<file path="src/inc/conv_ctrl_pkg.sv">
// Package for the converter output control block: widths, latency,
// coding constants and Avalon-MM register map.
// Assumes a single 125 MHz clock and a synchronous active-high reset.
package conv_ctrl_pkg;
   // ==========================================================
   // Data path
   localparam int DATA_W = 12;
   localparam int PIPE_DEPTH = 5;
   localparam int FIFO_DEPTH = 16;
   localparam int MSB_POS = 11;
   // ==========================================================
   // Register map (byte addresses, 32-bit words)
   localparam logic [3:0] CTRL_ADDR = 4'h0;
   localparam logic [3:0] STATUS_ADDR = 4'h4;
   localparam logic [3:0] COUNT_ADDR = 4'h8;
   // Control field positions
   localparam int CTRL_OE_N_BIT = 0;
   localparam int CTRL_SLEEP_BIT = 1;
   localparam int CTRL_TWOS_BIT = 2;
   // Status field positions
   localparam int STAT_SLEEP_BIT = 0;
   localparam int STAT_VALID_BIT = 1;
   localparam int STAT_OVR_BIT = 2;
   localparam int STAT_OVR_SEEN_BIT = 3;
   // Control reset: outputs disabled, awake, offset binary
   localparam logic [2:0] CTRL_RESET = 3'h1;
   localparam logic [31:0] UNMAPPED_DATA = 32'h0000_0000;
endpackage

</file>
<file path="src/rtl/sample_fifo.sv">
// Flip-flop FIFO with valid/ready on both sides.
// Assumes one clock and a synchronous active-high reset.
`timescale 1ns/1ns
module sample_fifo #(
   parameter int WIDTH = 13,
   parameter int DEPTH = 16
) (
   // Clock and reset
   input wire logic clk_in,
   input wire logic rst_in,
   // Fill side
   input wire logic in_valid_in,
   input wire logic [WIDTH-1:0] in_data_in,
   output logic in_ready_out,
   // Drain side
   output logic out_valid_out,
   output logic [WIDTH-1:0] out_data_out,
   input wire logic out_ready_in,
   // Occupancy
   output logic [$clog2(DEPTH):0] level_out
);
   localparam int AW = $clog2(DEPTH);
   logic [WIDTH-1:0] mem_q [DEPTH];
   logic [AW-1:0] wr_q;
   logic [AW-1:0] rd_q;
   logic [AW:0] cnt_q;
   logic push;
   logic pop;

   // ==========================================================
   // Handshakes
   assign in_ready_out = (cnt_q != (AW+1)'(DEPTH));
   assign out_valid_out = (cnt_q != '0);
   assign push = in_valid_in && in_ready_out;
   assign pop = out_valid_out && out_ready_in;
   assign out_data_out = mem_q[rd_q];
   assign level_out = cnt_q;

   // Storage, no reset needed on the data words
   always_ff @(posedge clk_in) begin
      if (push) begin
         mem_q[wr_q] <= in_data_in;
      end
   end

   // Pointers and count
   always_ff @(posedge clk_in) begin
      if (rst_in) begin
         wr_q <= '0;
         rd_q <= '0;
         cnt_q <= '0;
      end else begin
         if (push) begin
            wr_q <= wr_q + AW'(1);
         end
         if (pop) begin
            rd_q <= rd_q + AW'(1);
         end
         if (push && !pop) begin
            cnt_q <= cnt_q + (AW+1)'(1);
         end else if (pop && !push) begin
            cnt_q <= cnt_q - (AW+1)'(1);
         end
      end
   end
endmodule

</file>
<file path="src/rtl/conv_output_ctrl.sv">
// Output control of a pipelined 12-bit converter: pipeline alignment of
// data and over-range flag, coding select, sleep and output enable.
// Assumes raw samples arrive once per clock, synchronous to ref_clk_in.
//
// Operation
// - Drive data outputs while enable low; release them while high.
// - Sleep request high enters power-down; reference stays active.
// - Power-down flushes pipeline; valid data only after full latency.
// - Flag low when in range, high when sample exceeded range.
// - Flag travels with its data word, six-clock latency.
// - Select high gives two's complement; low gives offset binary.
`timescale 1ns/1ns
module conv_output_ctrl #(
   parameter int DATA_W = conv_ctrl_pkg::DATA_W,
   parameter int PIPE_DEPTH = conv_ctrl_pkg::PIPE_DEPTH,
   parameter int FIFO_DEPTH = conv_ctrl_pkg::FIFO_DEPTH
) (
   // Clock and reset
   input wire logic ref_clk_in,
   input wire logic sys_rst_in,
   // Raw samples from the quantiser, offset binary
   input wire logic [DATA_W-1:0] raw_sample_in,
   input wire logic raw_over_range_in,
   // Pin-level controls
   input wire logic output_enable_n_in,
   input wire logic sleep_request_in,
   input wire logic twos_complement_select_in,
   // Parallel data pins, two signals each (data and enable)
   output logic [DATA_W-1:0] data_out,
   output logic [DATA_W-1:0] data_oe_out,
   output logic over_range_flag_out,
   output logic sleep_active_out,
   // Buffered stream for on-chip consumer
   output logic stream_valid_out,
   output logic [DATA_W:0] stream_data_out,
   input wire logic stream_ready_in,
   // Avalon-MM slave
   input wire logic [3:0] avs_address,
   input wire logic avs_read,
   input wire logic avs_write,
   input wire logic [31:0] avs_writedata,
   output logic [31:0] avs_readdata,
   output logic avs_waitrequest
);
   localparam int CW = $clog2(PIPE_DEPTH + 1);
   localparam int LW = $clog2(FIFO_DEPTH) + 1;

   logic [DATA_W-1:0] pipe_data_q [PIPE_DEPTH];
   logic [PIPE_DEPTH-1:0] pipe_ovr_q;
   logic [PIPE_DEPTH-1:0] pipe_vld_q;
   logic [2:0] ctrl_q;
   logic sleep_q;
   logic ovr_seen_q;
   logic [31:0] word_cnt_q;
   logic [CW-1:0] fill_q;
   logic sleep_eff;
   logic twos_eff;
   logic oe_n_eff;
   logic [DATA_W-1:0] coded;
   logic out_vld;
   logic fifo_in_ready;
   logic fifo_valid;
   logic [DATA_W:0] fifo_data;
   logic [LW-1:0] fifo_level;
   logic ack_q;

   // ==========================================================
   // Control combining pins and software bits
   // Either source may request sleep or disable the drivers
   assign sleep_eff = sleep_request_in | ctrl_q[conv_ctrl_pkg::CTRL_SLEEP_BIT];
   assign oe_n_eff = output_enable_n_in
                     | ctrl_q[conv_ctrl_pkg::CTRL_OE_N_BIT];
   assign twos_eff = twos_complement_select_in
                     | ctrl_q[conv_ctrl_pkg::CTRL_TWOS_BIT];
   assign out_vld = pipe_vld_q[PIPE_DEPTH-1];

   always_ff @(posedge ref_clk_in) begin
      if (sys_rst_in) begin
         sleep_q <= 1'b0;
      end else begin
         sleep_q <= sleep_eff;
      end
   end

   // ==========================================================
   // Conversion pipeline
   // Data and flag shift in two parallel chains of equal depth
   genvar g;
   generate
      for (g = 0; g < PIPE_DEPTH; g++) begin : g_pipe
         // Head stage split off so no stage ever names index -1
         if (g == 0) begin : g_head
            always_ff @(posedge ref_clk_in) begin
               pipe_data_q[g] <= raw_sample_in;
            end
         end else begin : g_body
            always_ff @(posedge ref_clk_in) begin
               pipe_data_q[g] <= pipe_data_q[g-1];
            end
         end
      end
   endgenerate

   // Flag chain, low when in range
   always_ff @(posedge ref_clk_in) begin
      if (sys_rst_in) begin
         pipe_ovr_q <= '0;
      end else begin
         pipe_ovr_q <= {pipe_ovr_q[PIPE_DEPTH-2:0], raw_over_range_in};
      end
   end

   // Sleep flushes the valid chain so stale words never emerge
   always_ff @(posedge ref_clk_in) begin
      if (sys_rst_in || sleep_eff) begin
         pipe_vld_q <= '0;
      end else begin
         pipe_vld_q <= {pipe_vld_q[PIPE_DEPTH-2:0], 1'b1};
      end
   end

   // Fill count after wake; status shows only whether it has reached PIPE_DEPTH
   always_ff @(posedge ref_clk_in) begin
      if (sys_rst_in || sleep_eff) begin
         fill_q <= '0;
      end else if (fill_q != CW'(PIPE_DEPTH)) begin
         fill_q <= fill_q + CW'(1);
      end
   end

   // ==========================================================
   // Output coding and pins
   // Two's complement is offset binary with the MSB inverted
   always_comb begin
      coded = pipe_data_q[PIPE_DEPTH-1];
      if (twos_eff) begin
         coded[conv_ctrl_pkg::MSB_POS] = ~coded[conv_ctrl_pkg::MSB_POS];
      end
   end

   // One word per clock; invalid words read as zero
   always_ff @(posedge ref_clk_in) begin
      if (sys_rst_in) begin
         data_out <= '0;
         over_range_flag_out <= 1'b0;
      end else begin
         data_out <= out_vld ? coded : '0;
         over_range_flag_out <= out_vld & pipe_ovr_q[PIPE_DEPTH-1];
      end
   end

   // Drivers on only while enable is low
   always_ff @(posedge ref_clk_in) begin
      if (sys_rst_in) begin
         data_oe_out <= '0;
      end else begin
         data_oe_out <= {DATA_W{~oe_n_eff}};
      end
   end

   always_ff @(posedge ref_clk_in) begin
      if (sys_rst_in) begin
         sleep_active_out <= 1'b0;
      end else begin
         sleep_active_out <= sleep_eff;
      end
   end

   // ==========================================================
   // Buffered stream; a full FIFO drops words, counted below
   sample_fifo #(
      .WIDTH(DATA_W + 1),
      .DEPTH(FIFO_DEPTH)
   ) u_fifo (
      .clk_in(ref_clk_in),
      .rst_in(sys_rst_in),
      .in_valid_in(out_vld),
      .in_data_in({pipe_ovr_q[PIPE_DEPTH-1], coded}),
      .in_ready_out(fifo_in_ready),
      .out_valid_out(fifo_valid),
      .out_data_out(fifo_data),
      .out_ready_in(stream_ready_in),
      .level_out(fifo_level)
   );

   // Unregistered skid-free view: present head, advance on accept
   assign stream_valid_out = fifo_valid;
   assign stream_data_out = fifo_data;

   // Sticky over-range seen; a new event wins over the clear
   always_ff @(posedge ref_clk_in) begin
      if (sys_rst_in) begin
         ovr_seen_q <= 1'b0;
      end else if (out_vld && pipe_ovr_q[PIPE_DEPTH-1]) begin
         ovr_seen_q <= 1'b1;
      end else if (avs_write && !avs_waitrequest
                   && avs_address == conv_ctrl_pkg::STATUS_ADDR
                   && avs_writedata[conv_ctrl_pkg::STAT_OVR_SEEN_BIT]) begin
         ovr_seen_q <= 1'b0;
      end
   end

   // Words lost to a full FIFO, the back-pressure symptom
   always_ff @(posedge ref_clk_in) begin
      if (sys_rst_in) begin
         word_cnt_q <= '0;
      end else if (out_vld && !fifo_in_ready) begin
         word_cnt_q <= word_cnt_q + 32'h0000_0001;
      end
   end

   // ==========================================================
   // Avalon-MM slave: one wait cycle, answer on the second
   assign avs_waitrequest = (avs_read | avs_write) & ~ack_q;

   always_ff @(posedge ref_clk_in) begin
      if (sys_rst_in) begin
         ack_q <= 1'b0;
      end else begin
         ack_q <= (avs_read | avs_write) & ~ack_q;
      end
   end

   // Control register write
   always_ff @(posedge ref_clk_in) begin
      if (sys_rst_in) begin
         ctrl_q <= conv_ctrl_pkg::CTRL_RESET;
      end else if (avs_write && ack_q
                   && avs_address == conv_ctrl_pkg::CTRL_ADDR) begin
         ctrl_q <= avs_writedata[2:0];
      end
   end

   // Read data, prepared during the wait cycle
   always_ff @(posedge ref_clk_in) begin
      if (sys_rst_in) begin
         avs_readdata <= '0;
      end else if (avs_address == conv_ctrl_pkg::CTRL_ADDR) begin
         avs_readdata <= {29'h0000_0000, ctrl_q};
      end else if (avs_address == conv_ctrl_pkg::STATUS_ADDR) begin
         avs_readdata <= {20'h0_0000, 3'h0, fifo_level[LW-1:0],
                          ovr_seen_q, over_range_flag_out,
                          (fill_q == CW'(PIPE_DEPTH)), sleep_q};
      end else if (avs_address == conv_ctrl_pkg::COUNT_ADDR) begin
         avs_readdata <= word_cnt_q;
      end else begin
         avs_readdata <= conv_ctrl_pkg::UNMAPPED_DATA;
      end
   end
endmodule

</file>
<file path="config.mk">
export PLATFORM = sky130hd
export DESIGN_NAME = conv_output_ctrl
export DESIGN_NICKNAME = d
export VERILOG_FILES = /design/src/inc/conv_ctrl_pkg.sv /design/src/rtl/sample_fifo.sv /design/src/rtl/conv_output_ctrl.sv
export SDC_FILE = /design/constraint.sdc
export NUM_CORES = 1
export LEC_CHECK = 0
export BUFFER_PORTS_ARGS = -buffer_cell sky130_fd_sc_hd__buf_2
export CAP_MARGIN = 20
export CELL_PAD_IN_SITES_DETAIL_PLACEMENT = 1
export CELL_PAD_IN_SITES_GLOBAL_PLACEMENT = 1
export CORE_MARGIN = 2
export CORE_UTILIZATION = 49
export DETAILED_ROUTE_END_ITERATION = 8
export GPL_ROUTABILITY_DRIVEN = 0
export MAX_ROUTING_LAYER = met4
export PLACE_DENSITY_LB_ADDON = 0.3
export SETUP_SLACK_MARGIN = 0.2
export SLEW_MARGIN = 30
export SYNTH_ARGS = -nofsm -noshare
export SYNTH_HDL_FRONTEND = slang
export SYNTH_SLANG_ARGS = --single-unit
</file>
<file path="constraint.sdc">
create_clock -name ref_clk_in -period 4.5 [get_ports ref_clk_in]
set_clock_uncertainty 0.1 [all_clocks]
set_input_delay 0.9 -clock ref_clk_in [delete_from_list [all_inputs] [get_ports ref_clk_in]]
set_output_delay 0.9 -clock ref_clk_in [all_outputs]
set_load 0.02 [all_outputs]
</file>
Yosys cells after proc, flatten, opt, wreduce, memory -nomap -nowiden
Memory sizes are Yosys's and may differ from the RTL's. A register that Yosys moved wholly into a read port is not among the register bits.
Index checks and enable logic that the tools add are counted.
{"block": "word_totals", "reg_bits": 110, "mem_bits_rw": 268, "out_inout_bits": 73, "word_cells": 78, "n_memories": 2}
{"block": "op_classes", "addsub": 6, "eq_ne": 5, "mux": 13, "n_bitwise": 11, "reduce_logical": 23}
{"memory": "u_fifo.mem_q", "depth": 16, "word_bits": 13, "read_ports": 1, "rd_ports_with_merged_regs": 1, "wr": 1, "line": "sample_fifo.sv:23", "rtl": "logic [WIDTH-1:0] mem_q [DEPTH];"}
{"memory": "pipe_data_q", "depth": 5, "word_bits": 12, "read_ports": 5, "rd_ports_with_merged_regs": 0, "wr": 5, "line": "conv_output_ctrl.sv:48", "rtl": "logic [DATA_W-1:0] pipe_data_q [PIPE_DEPTH];"}
{"cell": "adder 32 x 1 -> 32 bit (second input constant)", "n": 1}
{"cell": "two-way mux 9 bit", "n": 2}
{"cell": "logical AND 1 bit", "n": 11}
{"cell": "two-way mux 5 bit", "n": 2}
{"cell": "adder 4 x 1 -> 4 bit (second input constant)", "n": 2}
{"cell": "two-way mux 4 bit", "n": 2}
{"cell": "two-way mux 1 bit", "n": 6}
{"cell": "adder 5 x 1 -> 5 bit (second input constant)", "n": 1}
{"cell": "!= test 5 bit (second input constant)", "n": 1}
{"cell": "NOT 1 bit", "n": 5}
{"cell": "nonzero test 5 bit", "n": 1}
{"cell": "subtractor 5 x 1 -> 5 bit (second input constant)", "n": 1}
{"cell": "equality test 4 x 3 -> 1 bit (second input constant)", "n": 1}
{"cell": "equality test 4 bit (second input constant)", "n": 1}
{"cell": "logical NOT 1 bit", "n": 4}
{"cell": "logical NOT 4 bit", "n": 1}
{"cell": "OR 1 bit", "n": 4}
{"cell": "nonzero test 2 bit", "n": 2}
{"cell": "OR reduction 2 bit", "n": 2}
{"cell": "OR reduction 4 bit", "n": 1}
{"cell": "adder 3 x 1 -> 3 bit (second input constant)", "n": 1}
{"cell": "equality test 3 bit (second input constant)", "n": 1}
{"cell": "two-way mux 3 bit", "n": 1}
{"cell": "!= test 3 bit (second input constant)", "n": 1}
{"cell": "other kinds (2)", "n": 3}

Logic depth before layout (Yosys ltp)
Gate-level depths: netlist of run 1.
{"block": "logic_depth", "depth_word": 8, "mapped_depth": 10}

Modules after synthesis
From an unflattened synthesis of run 1, not the netlist that was laid out.
{"block": "unflattened", "hier_cells": 860, "hier_area_um2": 13583.0}
{"module": "sample_fifo", "instances": 1, "cells_per_inst": 430, "area_per_inst_um2": 8750.9, "seq_area_each_um2": 6586.3}
{"module": "conv_output_ctrl", "instances": 1, "cells_per_inst": 430, "area_per_inst_um2": 4832.1, "seq_area_each_um2": 3143.0}

Worst setup path before layout of run 1
No wires, ideal clock.
{"block": "synth_path", "path_type": "flip-flop to output port", "startpoint": "reg with a tool-made name", "endpoint": "out stream_data_out[0]", "t_arrival_ns": 2.191, "required_time_ns": 3.500, "path_slack_ns": 1.309, "stages_incl_launch_ff": 5, "path_cell_list": "dfxtp_1 clkbuf_1 buf_1 mux4_2 mux4_2"}
{"element": "end: declaration", "line": "conv_output_ctrl.sv:35", "rtl": "output logic [DATA_W:0] stream_data_out,"}

==> results.md, run 1 <==
* Yosys synthesis warning count at 0
* P_leak at 5.523 nW
* Startpoint types: flop
* CP Cell Sequence: buf_4, mux4_2, mux4_2, buf_2
* Post-route ant nets at 0
* Final hold vios at 0
* Die Ht at about 170 um
* Root Buffer: clkbuf_16
* TNS Setup at 0 ns
* Routed vias/inst at 5.631
* # IOs at 130
* Final setup vio count at 0
* Crit path DAT at 2.82 ns
* Max-Cap Viols at 0
* Yosys top cell area share at 46.06%
* Most used DFF post-synth: edfxtp_1
* Total internal power at 0.006007 W
* Starting Density at 50.17%
* Top-count cell post-synth: edfxtp_1
* Clock tree buffer depth at 3
* RSZ-0062 raised after global routing: false
* Clock latency at the later pin of the worst-skew pair at 0.51 ns
* P per Cell Area at about 500 nW/um^2
* Number of global-route vias before repair at roughly 7.6k
* First DRT Iteration DRCs at 499
* Antenna cells at 0
* Post-DP HPWL at roughly 17000 um
* Fin crit period at 3.817 ns
* DRT Pass-1 Iters at 4
* Switching share of power at 23.20%
* Pre-CTS WS at 0.9509 ns
* CTS Sinks at 382
* Row Count at 60
* Final setup margin at 0.6831 ns
* Core Area at around 27000 sq um
* Global-route wire length before repair at 44730 um
* Final net count at 1018
* Logic pwr share at 11.3%
* Post_cts resized at 0
* Layout area overhead at 15.85%
* Combined area of the multi-input logic cells at about 3700 sq um
* Routed vias at 7416
* Post-synthesis instance total at 843
* Register area at 9734 sq um
* Clock slew at reported path FFs at 0.06 ns
* Synth cell count leaders: edfxtp_1, dfxtp_1, nor2_1, mux4_2, and2_1
* Maximum vdd ir drop at about 340 uV
* Top cells by area, synth: edfxtp_1, dfxtp_1, mux4_2, nor2_1, and2_1
* CTS tree: yes
* Initial antenna violation count at 1
* # Post-CTS Setup Buffers at 0
* Largest area contributor in the netlist: edfxtp_1
* EDFF count, synth at 208
* Critical path endpoint category: primary output
* Register area share after synthesis at just over 70%
* Fin. max-slew vios at 0
* CTS Hold Bufs at 0
* Global route overflow at 0
* Input/output buffers at around 100
* Mapped Area at around 14000 sq um
* Status: finished, final reports clean
* Crit-path max cell delay at 0.67 ns
* Critical Path Most Common Cell: mux4_2
* Cts bufs inserted at 38
* DR WL/cell at 21.92 um
* CP max-delay cell: dfxtp_4
* Fill count at 2525
* Fraction of registers with async set/reset at 0%
* Share of cells above drive strength 1 at 26.84%
* Peak Freq at 262.0 MHz
* Sw power at 0.001815 W
* Clk pwr share at about two fifths
* Syn_nets at 913
* Largest net degree at the start of global routing at 45
* Count of state elements after synthesis at between 300 and 400
* Worst setup path category: flop to primary output
* Syn avg cell area at 16.08 sq um
* Die area at 29020 sq um
* Cell variety after synth at 43
* CP Data Required Time at 3.50 ns
* HP Class: flop to flop
* Crit share post-route at 84.82%
* Util after Layout at 58.13%
* Relative slew margins at ~36%
* Tot GR Track Use at 21.13%
* Share of power burned in registers at 49.6%
* CP Max Fanout at 25
* Routed wire length at a little under 30000 um
* H-tree depth at 2
* Die W at between 150 and 200 um
* Least-Margin Pin Slew at 0.9642 ns
* Drc violations at 0
-- worst max-delay path: cells and delay by family, from the launching register on --
family	cells	cell delay, ns
muxes	2	1.05
DFF	1	0.67
buffers and inverters	2	0.57
-- power by group through the flow --
stage / logic [W] / registers [W] / clock network (W)
floorplan: 0.000723 / 0.00385 / 0
global placement: 0.000862 / 0.00396 / 0
detailed placement: 0.000886 / 0.00396 / 0
CTS: 0.000900 / 0.00389 / 0.00311
global route: 0.000957 / 0.00390 / 0.00325
finish: 0.000888 / 0.00388 / 0.00305
-- layer usage --
metal	GRT usage [%]	vias to the layer above	wire, um	part of all wire, %
met5	-	-	0	0
met4	5.723	0	547	1.9
met3	2.977	45	1134	3.9
met2	34.13	186	14620	51
met1	28.44	3823	12570	44
li1	-	3362	-	-
-- metrics by stage --
step                power (W)  hold WS (ns)  instance area, sq um  cells
floorplan            0.004578        0.2096                 13560    843
global placement     0.004817        0.2095                 14440   1246
detailed placement   0.004849        0.2132                 14450   1246
CTS                  0.007900        0.2228                 15650   1314
global route         0.008106        0.2295                 15710   1317
finish               0.007822        0.2245                 15710   1317
-- path summary, 6_finish.rpt --
| check | depth (start not counted) | start | slack (ns) | endpoint |
|---|---|---|---|---|
| hold reg to reg | 0 | pipe_data_q[0][5]$_DFF_P_ | 0.22 | pipe_data_q[0][17]$_DFF_P_ |
| hold / removal | 0 | pipe_data_q[0][5]$_DFF_P_ | 0.22 | pipe_data_q[0][17]$_DFF_P_ |
| setup / recovery | 4 | flop | 0.68 | stream_data_out[10] |
| setup reg to reg | 9 | u_fifo.level_out[0]$_SDFFE_PP0P_ | 0.92 | u_fifo.level_out[4]$_SDFFE_PP0P_ |
-- cell families (layout without fill, tap and decap cells) --
family	after synthesis	count (layout)	synth area share, %
simple gates	224	224	8.812
fa+ha+maj	13	13	1.255
mux	83	83	12.21
compound gates	59	59	2.667
flops	382	382	71.75
buf+inv	64	197	2.141
xor+xnor	18	18	1.163
-- state kept, by name (all words and copies together), names as in the netlist, named ones only --
name                 count
ack_q                    1
avs_readdata            32
ctrl_q                   3
data_oe_out              1
data_out                12
fill_q                   3
over_range_flag_out      1
ovr_seen_q               1
pipe_data_q             60
pipe_ovr_q               5
pipe_vld_q               5
sleep_active_out         1
u_fifo.level_out         5
u_fifo.mem_q           208
u_fifo.rd_q              4
u_fifo.wr_q              4
word_cnt_q              32
-- layout make-up --
type | instances | area share, %
flip-flops and latches | 382 | 61.97
multi-input cells | 397 | 23.30
clock buffers | 55 | 6.722
repair buffers | 117 | 4.134
well taps | 341 | 2.716
clock inverters | 13 | 0.8761
inverters | 12 | 0.2867
-- cell usage in the layout, fill, tap and decap left out, types with 7 or more instances in the layout --
master / Yosys / routed
a21oi_1: 24 / 24
and2_1: 42 / 42
buf_2: 1 / 101
buf_4: 11 / 12
clkbuf_1: 31 / 14
clkbuf_16: 0 / 39
dfxtp_1: 174 / 172
edfxtp_1: 208 / 208
ha_1: 12 / 12
inv_1: 12 / 12
mux2_2: 9 / 9
mux2i_1: 9 / 9
mux4_2: 65 / 65
nand2_1: 17 / 17
nand3_1: 11 / 11
nand4_1: 13 / 13
nor2_1: 72 / 60
nor2_4: 0 / 9
nor2b_1: 17 / 17
nor4_1: 7 / 7
o21ai_0: 9 / 9
o31ai_1: 11 / 11
or3_1: 7 / 7
or4_1: 13 / 13
xnor2_1: 7 / 7
xor2_1: 11 / 11
Note: power is estimated with default switching activity, not from simulation.
==> run 2: changes to the inputs <==
==> constraint.sdc (replaced) <==
create_clock -name ref_clk_in -period 3.6 [get_ports ref_clk_in]
set_clock_uncertainty 0.1 [all_clocks]
set_input_delay 0.72 -clock ref_clk_in [delete_from_list [all_inputs] [get_ports ref_clk_in]]
set_output_delay 0.72 -clock ref_clk_in [all_outputs]
set_load 0.02 [all_outputs]
==> run 2 against run 1 <==
Net effect: worst setup slack got worse by 0.32 ns; global-route usage grew 0.77 points; sequential power increased by 23%; combinational power rose by 41%; register-to-register slack worse by 0.47 ns; via count is 0.39% higher; routed wire length rose by 3.7%; sequential cell count is the same; largest cell class unchanged.
==> results.md, run 2 (synthesis results as in run 1) <==
* Drc violations at 0 (unchanged)
* Routed vias at 7445 (+0.39%)
* CP Max Fanout at 8 (-68%)
* Final net count at 1040 (+2.2%)
* Leading cell types in the layout, fill and taps excluded: edfxtp_1, dfxtp_1, buf_2
* Final hold vios at 0 (unchanged)
* Least-Margin Pin Slew at 0.6765 ns (-0.2877 ns)
* Post_cts resized at 0 (unchanged)
* # Post-CTS Setup Buffers at 3 (+3)
* Global route overflow at 0 (unchanged)
* Startpoint types: flop
* Max reg flops at 208 (unchanged)
* TNS Setup at 0 ns (unchanged)
* Fin crit period at about 3.2 ns
* Clock slew at reported path FFs at 0.06 ns (about the same)
* Die Ht at 170.4 um (unchanged)
* First DRT Iteration DRCs at 475 (-4.8%)
* Hold Crit Depth at 1 (+1)
* Die area at 29020 sq um (unchanged)
* Reg-to-reg endpoint: u_fifo.level_out[4]$_SDFFE_PP0P_
* Largest net degree at the start of global routing at 71 (+58%)
* DRT Pass-1 Iters at 5 (+1)
* HP Start: raw_sample_in[9]
* Global-route wire length before repair at 45750 um (+2.3%)
* Crit share post-route at about nine tenths
* Tot GR Track Use at 21.90% (+0.77 points)
* Routed wire length at 29950 um (+3.7%)
* Worst setup path category: flop to primary output
* CP Data Required Time at 2.78 ns (-0.72 ns)
* # IOs at 130 (unchanged)
* Layout area overhead at 16.83%
* Number of global-route vias before repair at 7821 (+2.7%)
* P per Cell Area at 623.9 nW/um^2 (+25%)
* Clock tree buffer depth at 3 (unchanged)
* HP Class: input pin to flop
* Post-route ant nets at 0 (unchanged)
* Worst Hold End: pipe_data_q[0][9]$_DFF_P_
* Commonest non-fill, non-tap cell in the layout: edfxtp_1
* CTS Hold Bufs at 0 (unchanged)
* Share of cells above drive strength 1 at 28.00% (+1.2 points)
* Final setup vio count at 0 (unchanged)
* Starting Density at 50.17% (unchanged)
* Core Area at 27030 sq um (unchanged)
* Relative slew margins at 54.81% (+19 points)
* Root Buffer: clkbuf_16
* Initial antenna violation count at 0 (-1)
* Worst r2r path cells at 9 (unchanged)
* Crit path DAT at 2.42 ns (-0.40 ns)
* Antenna cells at 0 (unchanged)
* RSZ-0062 raised after global routing: false
* Peak Freq at 309.0 MHz
* Max-Cap Viols at 0 (unchanged)
* Routed vias/inst at 5.552 (-1.4%)
* Reg2reg start: u_fifo.level_out[0]$_SDFFE_PP0P_
* Critical path endpoint category: primary output
* Clock latency at the later pin of the worst-skew pair at 0.53 ns (+0.02 ns)
* H-tree depth at 2 (unchanged)
* Fin. max-slew vios at 0 (unchanged)
* Input/output buffers at 101 (unchanged)
* Reg2Reg Setup Slack at 0.45 ns (-0.47 ns)
* Row Count at 60 (unchanged)
* Pre-CTS WS at 0.5342 ns (-0.4166 ns)
* Biggest register: u_fifo.mem_q
* P_leak at 5.689 nW (+3.0%)
* Biggest regs: u_fifo.mem_q x208, pipe_data_q x60
* Die W at 170.4 um (unchanged)
* CTS Sinks at 382 (unchanged)
* Status: finished, final reports clean
* Post-DP HPWL at 17750 um (+3.6%)
* Final setup margin at 0.3636 ns (-0.3195 ns)
* CTS tree: yes
* DR WL/cell at 22.33 um (+1.9%)
* Maximum vdd ir drop at 345.3 uV (+1.3%)
* Fill count at 2503 (-0.87%)
* Cts bufs inserted at 39 (+2.6%)
run 2: cell count changes in the layout (fill, tap and decap cells not counted), sizes merged:
cell / before / now
buf: 117 / 138
bufinv: 3 / 1
clkinv: 9 / 11
clkinvlp: 0 / 2
clkbuf: 55 / 56
run 2: power breakdown:
| group | total, W | internal [W] | leakage, nW | switching, W |
|---|---|---|---|---|
| clock | 0.00386 | 0.00225 | 0.604 | 0.00161 |
| combinational | 0.00125 | 0.000641 | 1.77 | 0.000604 |
| sequential | 0.00478 | 0.00467 | 3.31 | 0.000110 |
run 2: how the worst max path moves through the flow:
stage	endpoint	slack, ns	cells past startpoint
global placement	u_fifo.level_out[4]$_SDFFE_PP0P_	0.57	9
finish	stream_data_out[6]	0.36	4
floorplan	u_fifo.level_out[4]$_SDFFE_PP0P_	0.44	10
detailed placement	u_fifo.level_out[4]$_SDFFE_PP0P_	0.53	9
global route	stream_data_out[6]	0.28	4
CTS	stream_data_out[6]	0.32	4
run 2: worst max-delay path, cell delays in order, from the launching register on:
cell	delay (ns)
dfxtp_4	0.42
buf_4	0.25
mux4_2	0.57
mux4_2	0.47
buf_2	0.17
run 2: area by class of cell:
class	count	area, sq um	share of cell area [%]
flip-flops and latches	382	9734	61.45
inverters	12	45.04	0.2843
well taps	341	426.7	2.693
clock inverters	15	106.4	0.6714
multi-input cells	397	3566	22.51
repair buffers	138	840.8	5.308
clock buffers	56	1122	7.085
run 2: per-stage QoR:
stage	std cells	power (W)	utilization [%]	cell area (sq um)	hold WS [ns]
2_1_floorplan	843	0.005720	-	13560	0.2096
3_3_place_gp	1266	0.006061	53.93	14580	0.2096
3_5_place_dp	1266	0.006109	53.93	14580	0.2132
4_1_cts	1340	0.009982	58.56	15830	0.1810
5_1_grt	1341	0.01024	58.62	15840	0.1808
6_report	1341	0.009883	58.62	15840	0.1980
run 2: metal layers:
layer	GRT usage (%)	routed length [um]	part of all wire, %	up-vias
li1	-	-	-	3395
met1	27.18	12550	42	3781
met2	36.55	15050	50	197
met3	3.884	1475	4.9	72
met4	7.544	880	2.9	0
met5	-	0	0	-
==> run 3: changes to the inputs <==
--- a/config.mk
+++ b/config.mk
@@ -10,12 +10,11 @@
 export CELL_PAD_IN_SITES_DETAIL_PLACEMENT = 1
 export CELL_PAD_IN_SITES_GLOBAL_PLACEMENT = 1
 export CORE_MARGIN = 2
-export CORE_UTILIZATION = 49
+export CORE_UTILIZATION = 30
 export DETAILED_ROUTE_END_ITERATION = 8
 export GPL_ROUTABILITY_DRIVEN = 0
-export MAX_ROUTING_LAYER = met4
 export PLACE_DENSITY_LB_ADDON = 0.3
-export SETUP_SLACK_MARGIN = 0.2
+export SETUP_SLACK_MARGIN = 0.05
 export SLEW_MARGIN = 30
 export SYNTH_ARGS = -nofsm -noshare
 export SYNTH_HDL_FRONTEND = slang
==> run 3 against run 2 <==
Net effect: count of clock-buffer cells in the layout fell by 1; sequential share of layout area fell by 1.5 points; cell count rose by 18%; critical path type unchanged; final area rose by 2.5%; global-route usage fell by 8.9 points; highest routed layer unchanged; register-to-register slack improved by 0.06 ns; critical path depth did not move.
==> results.md, run 3 (synthesis results as in run 1) <==
* Status: finished, final reports clean
* Placed cells at 1515 (+20%)
* Clock tree buffer depth at 3 (unchanged)
* Area after DPL at 14900 sq um (+2.2%)
* Starting Density at 30.53% (-20 points)
* Initial antenna violation count at 1 (+1)
* Die Ht at 216.6 um (+27%)
* RSZ-0062 raised after global routing: false
* Fin crit period at 3.405 ns (+0.1681 ns)
* Input/output buffers at 101 (unchanged)
* Routed vias at 7224 (-3.0%)
* Share of power burned in registers at 47.5% (-0.9 points)
* Layout area overhead at 19.76%
* Worst r2r path cells at 9 (unchanged)
* Clock latency at the later pin of the worst-skew pair at 0.55 ns (+0.02 ns)
* Commonest non-fill, non-tap cell in the layout: edfxtp_1
* Global route overflow at 0 (unchanged)
* Biggest regs: u_fifo.mem_q x208, pipe_data_q x60
* Root Buffer: clkbuf_16
* Cts bufs inserted at 40 (+2.6%)
* Fin. max-slew vios at 0 (unchanged)
* First DRT Iteration DRCs at 412 (-13%)
* Relative slew margins at 33.83% (-21 points)
* Cell Count, Final, Fillers Out at 1589 (+18%)
* Startpoint types: flop
* Sw power at 0.002407 W (+3.6%)
* Max-Cap Viols at 0 (unchanged)
* Finished layout cell area at 16240 sq um (+2.5%)
* Clk pwr share at 40.7% (+1.7 points)
* Share of cells above drive strength 1 at 28.69% (+0.69 points)
* Crit path DAT at 2.58 ns (+0.16 ns)
* CP Max Fanout at 26 (+18)
* CTS Hold Bufs at 0 (unchanged)
* CP Data Required Time at 2.78 ns (about the same)
* DR WL/cell at 18.73 um (-16%)
* Least-Margin Pin Slew at 0.9881 ns (+0.3116 ns)
* Largest net degree at the start of global routing at 55 (-23%)
* P_leak at 5.704 nW (+0.27%)
* Row Count at 77 (+28%)
* # IOs at 130 (unchanged)
* Switching share of power at 23.84% (+0.34 points)
* Biggest register: u_fifo.mem_q
* Tot GR Track Use at 13.02% (-8.9 points)
* Worst setup path category: flop to primary output
* Maximum vdd ir drop at 263.0 uV (-24%)
* Drc violations at 0 (unchanged)
* Critical path endpoint category: primary output
* CTS tree: yes
* TNS Setup at 0 ns (unchanged)
* Leading cell types in the layout, fill and taps excluded: edfxtp_1, dfxtp_1, buf_2
* HP Start: raw_sample_in[9]
* Antenna cells at 0 (unchanged)
* CTS Sinks at 382 (unchanged)
* H-tree depth at 2 (unchanged)
* Peak Freq at 293.7 MHz (-4.9%)
* # Post-CTS Setup Buffers at 0 (-3)
* Final setup vio count at 0 (unchanged)
* DRT Pass-1 Iters at 4 (-1)
* Die area at 46910 sq um (+62%)
* Core Area at 44410 sq um (+64%)
* Number of global-route vias before repair at 7766 (-0.70%)
* Clock slew at reported path FFs at 0.06 ns (about the same)
* Global-route wire length before repair at 46470 um (+1.6%)
* Logic pwr share at 11.8% (-0.8 points)
* Final hold vios at 0 (unchanged)
* Hold Crit Depth at 1 (unchanged)
* Routed vias/inst at 4.546 (-18%)
* Post-route ant nets at 0 (unchanged)
* Post-DP HPWL at 18030 um (+1.6%)
* HP Class: input pin to flop
* Total internal power at 0.007688 W (+1.7%)
* P per Cell Area at 621.7 nW/um^2 (-0.35%)
* Crit share post-route at 94.57% (+4.7 points)
* Final net count at 1035 (-0.48%)
* Reg2reg start: u_fifo.level_out[0]$_SDFFE_PP0P_
* Routed wire length at 29760 um (-0.62%)
* Die W at 216.6 um (+27%)
* Post_cts resized at 0 (unchanged)
* Max reg flops at 208 (unchanged)
[run 3: changes by cell type in the layout (fill, tap and decap cells not counted), moves of 2 or more]
cell	previous run	this run
buf_4	32	27
clkinvlp_2	0	2
nor2_4	0	3
nor2_1	72	69
clkbuf_1	11	7
clkbuf_8	4	7
[run 3: layout make-up]
type                            count  area, sq um
Clock buffer                       55         1149
Clock inverter                     19        187.7
Fill cell                        4470        28180
Inverter                           12        45.04
Multi-Input combinational cell    397         3598
Sequential cell                   382         9734
Tap cell                          592        740.7
Timing Repair Buffer              132        783.3
[run 3: final timing paths]
| check | slack, ns | endpoint |
|---|---|---|
| setup reg to reg | 0.51 | u_fifo.level_out[4]$_SDFFE_PP0P_ |
| hold reg to reg | 0.23 | pipe_data_q[0][22]$_DFF_P_ |
| hold / removal | 0.17 | pipe_data_q[0][9]$_DFF_P_ |
| setup / recovery | 0.20 | stream_data_out[1] |
[run 3: metrics by stage]
step / util [%] / setup WS, ns / hold WS (ns) / total power [W]
after CTS: 36.56 / 0.1289 / 0.1318 / 0.01027
after global routing: 36.56 / 0.06497 / 0.1410 / 0.01056
after floorplan: - / 0.4417 / 0.2096 / 0.005720
after global placement: 33.47 / 0.5301 / 0.2104 / 0.006095
after detailed placement: 33.55 / 0.4962 / 0.2132 / 0.006108
final: 36.56 / 0.1954 / 0.1701 / 0.01010
[run 3: per-layer routing]
layer  track usage, %  routed length, um  up-vias  part of all wire, %
met1            16.91              13050     3668                   44
met3            2.161               1291       47                  4.3
met2            22.18              14720      122                   49
met4            4.201                702        0                  2.4
li1                 -                  -     3387                    -
met5                0                  0        -                    0
[run 3: power groups by stage]
stage          logic [W]  clock network [W]  registers [W]
5_1_grt          0.00130            0.00444        0.00481
2_1_floorplan   0.000902                  0        0.00482
6_report         0.00119            0.00411        0.00480
3_5_place_dp     0.00121                  0        0.00489
4_1_cts          0.00122            0.00426        0.00480
3_3_place_gp     0.00121                  0        0.00489
[run 3: critical path, stage by stage, from the launching register on]
cell     delay [ns]
dfxtp_4        0.50
buf_12         0.28
mux4_2         0.55
mux4_2         0.53
buf_2          0.19
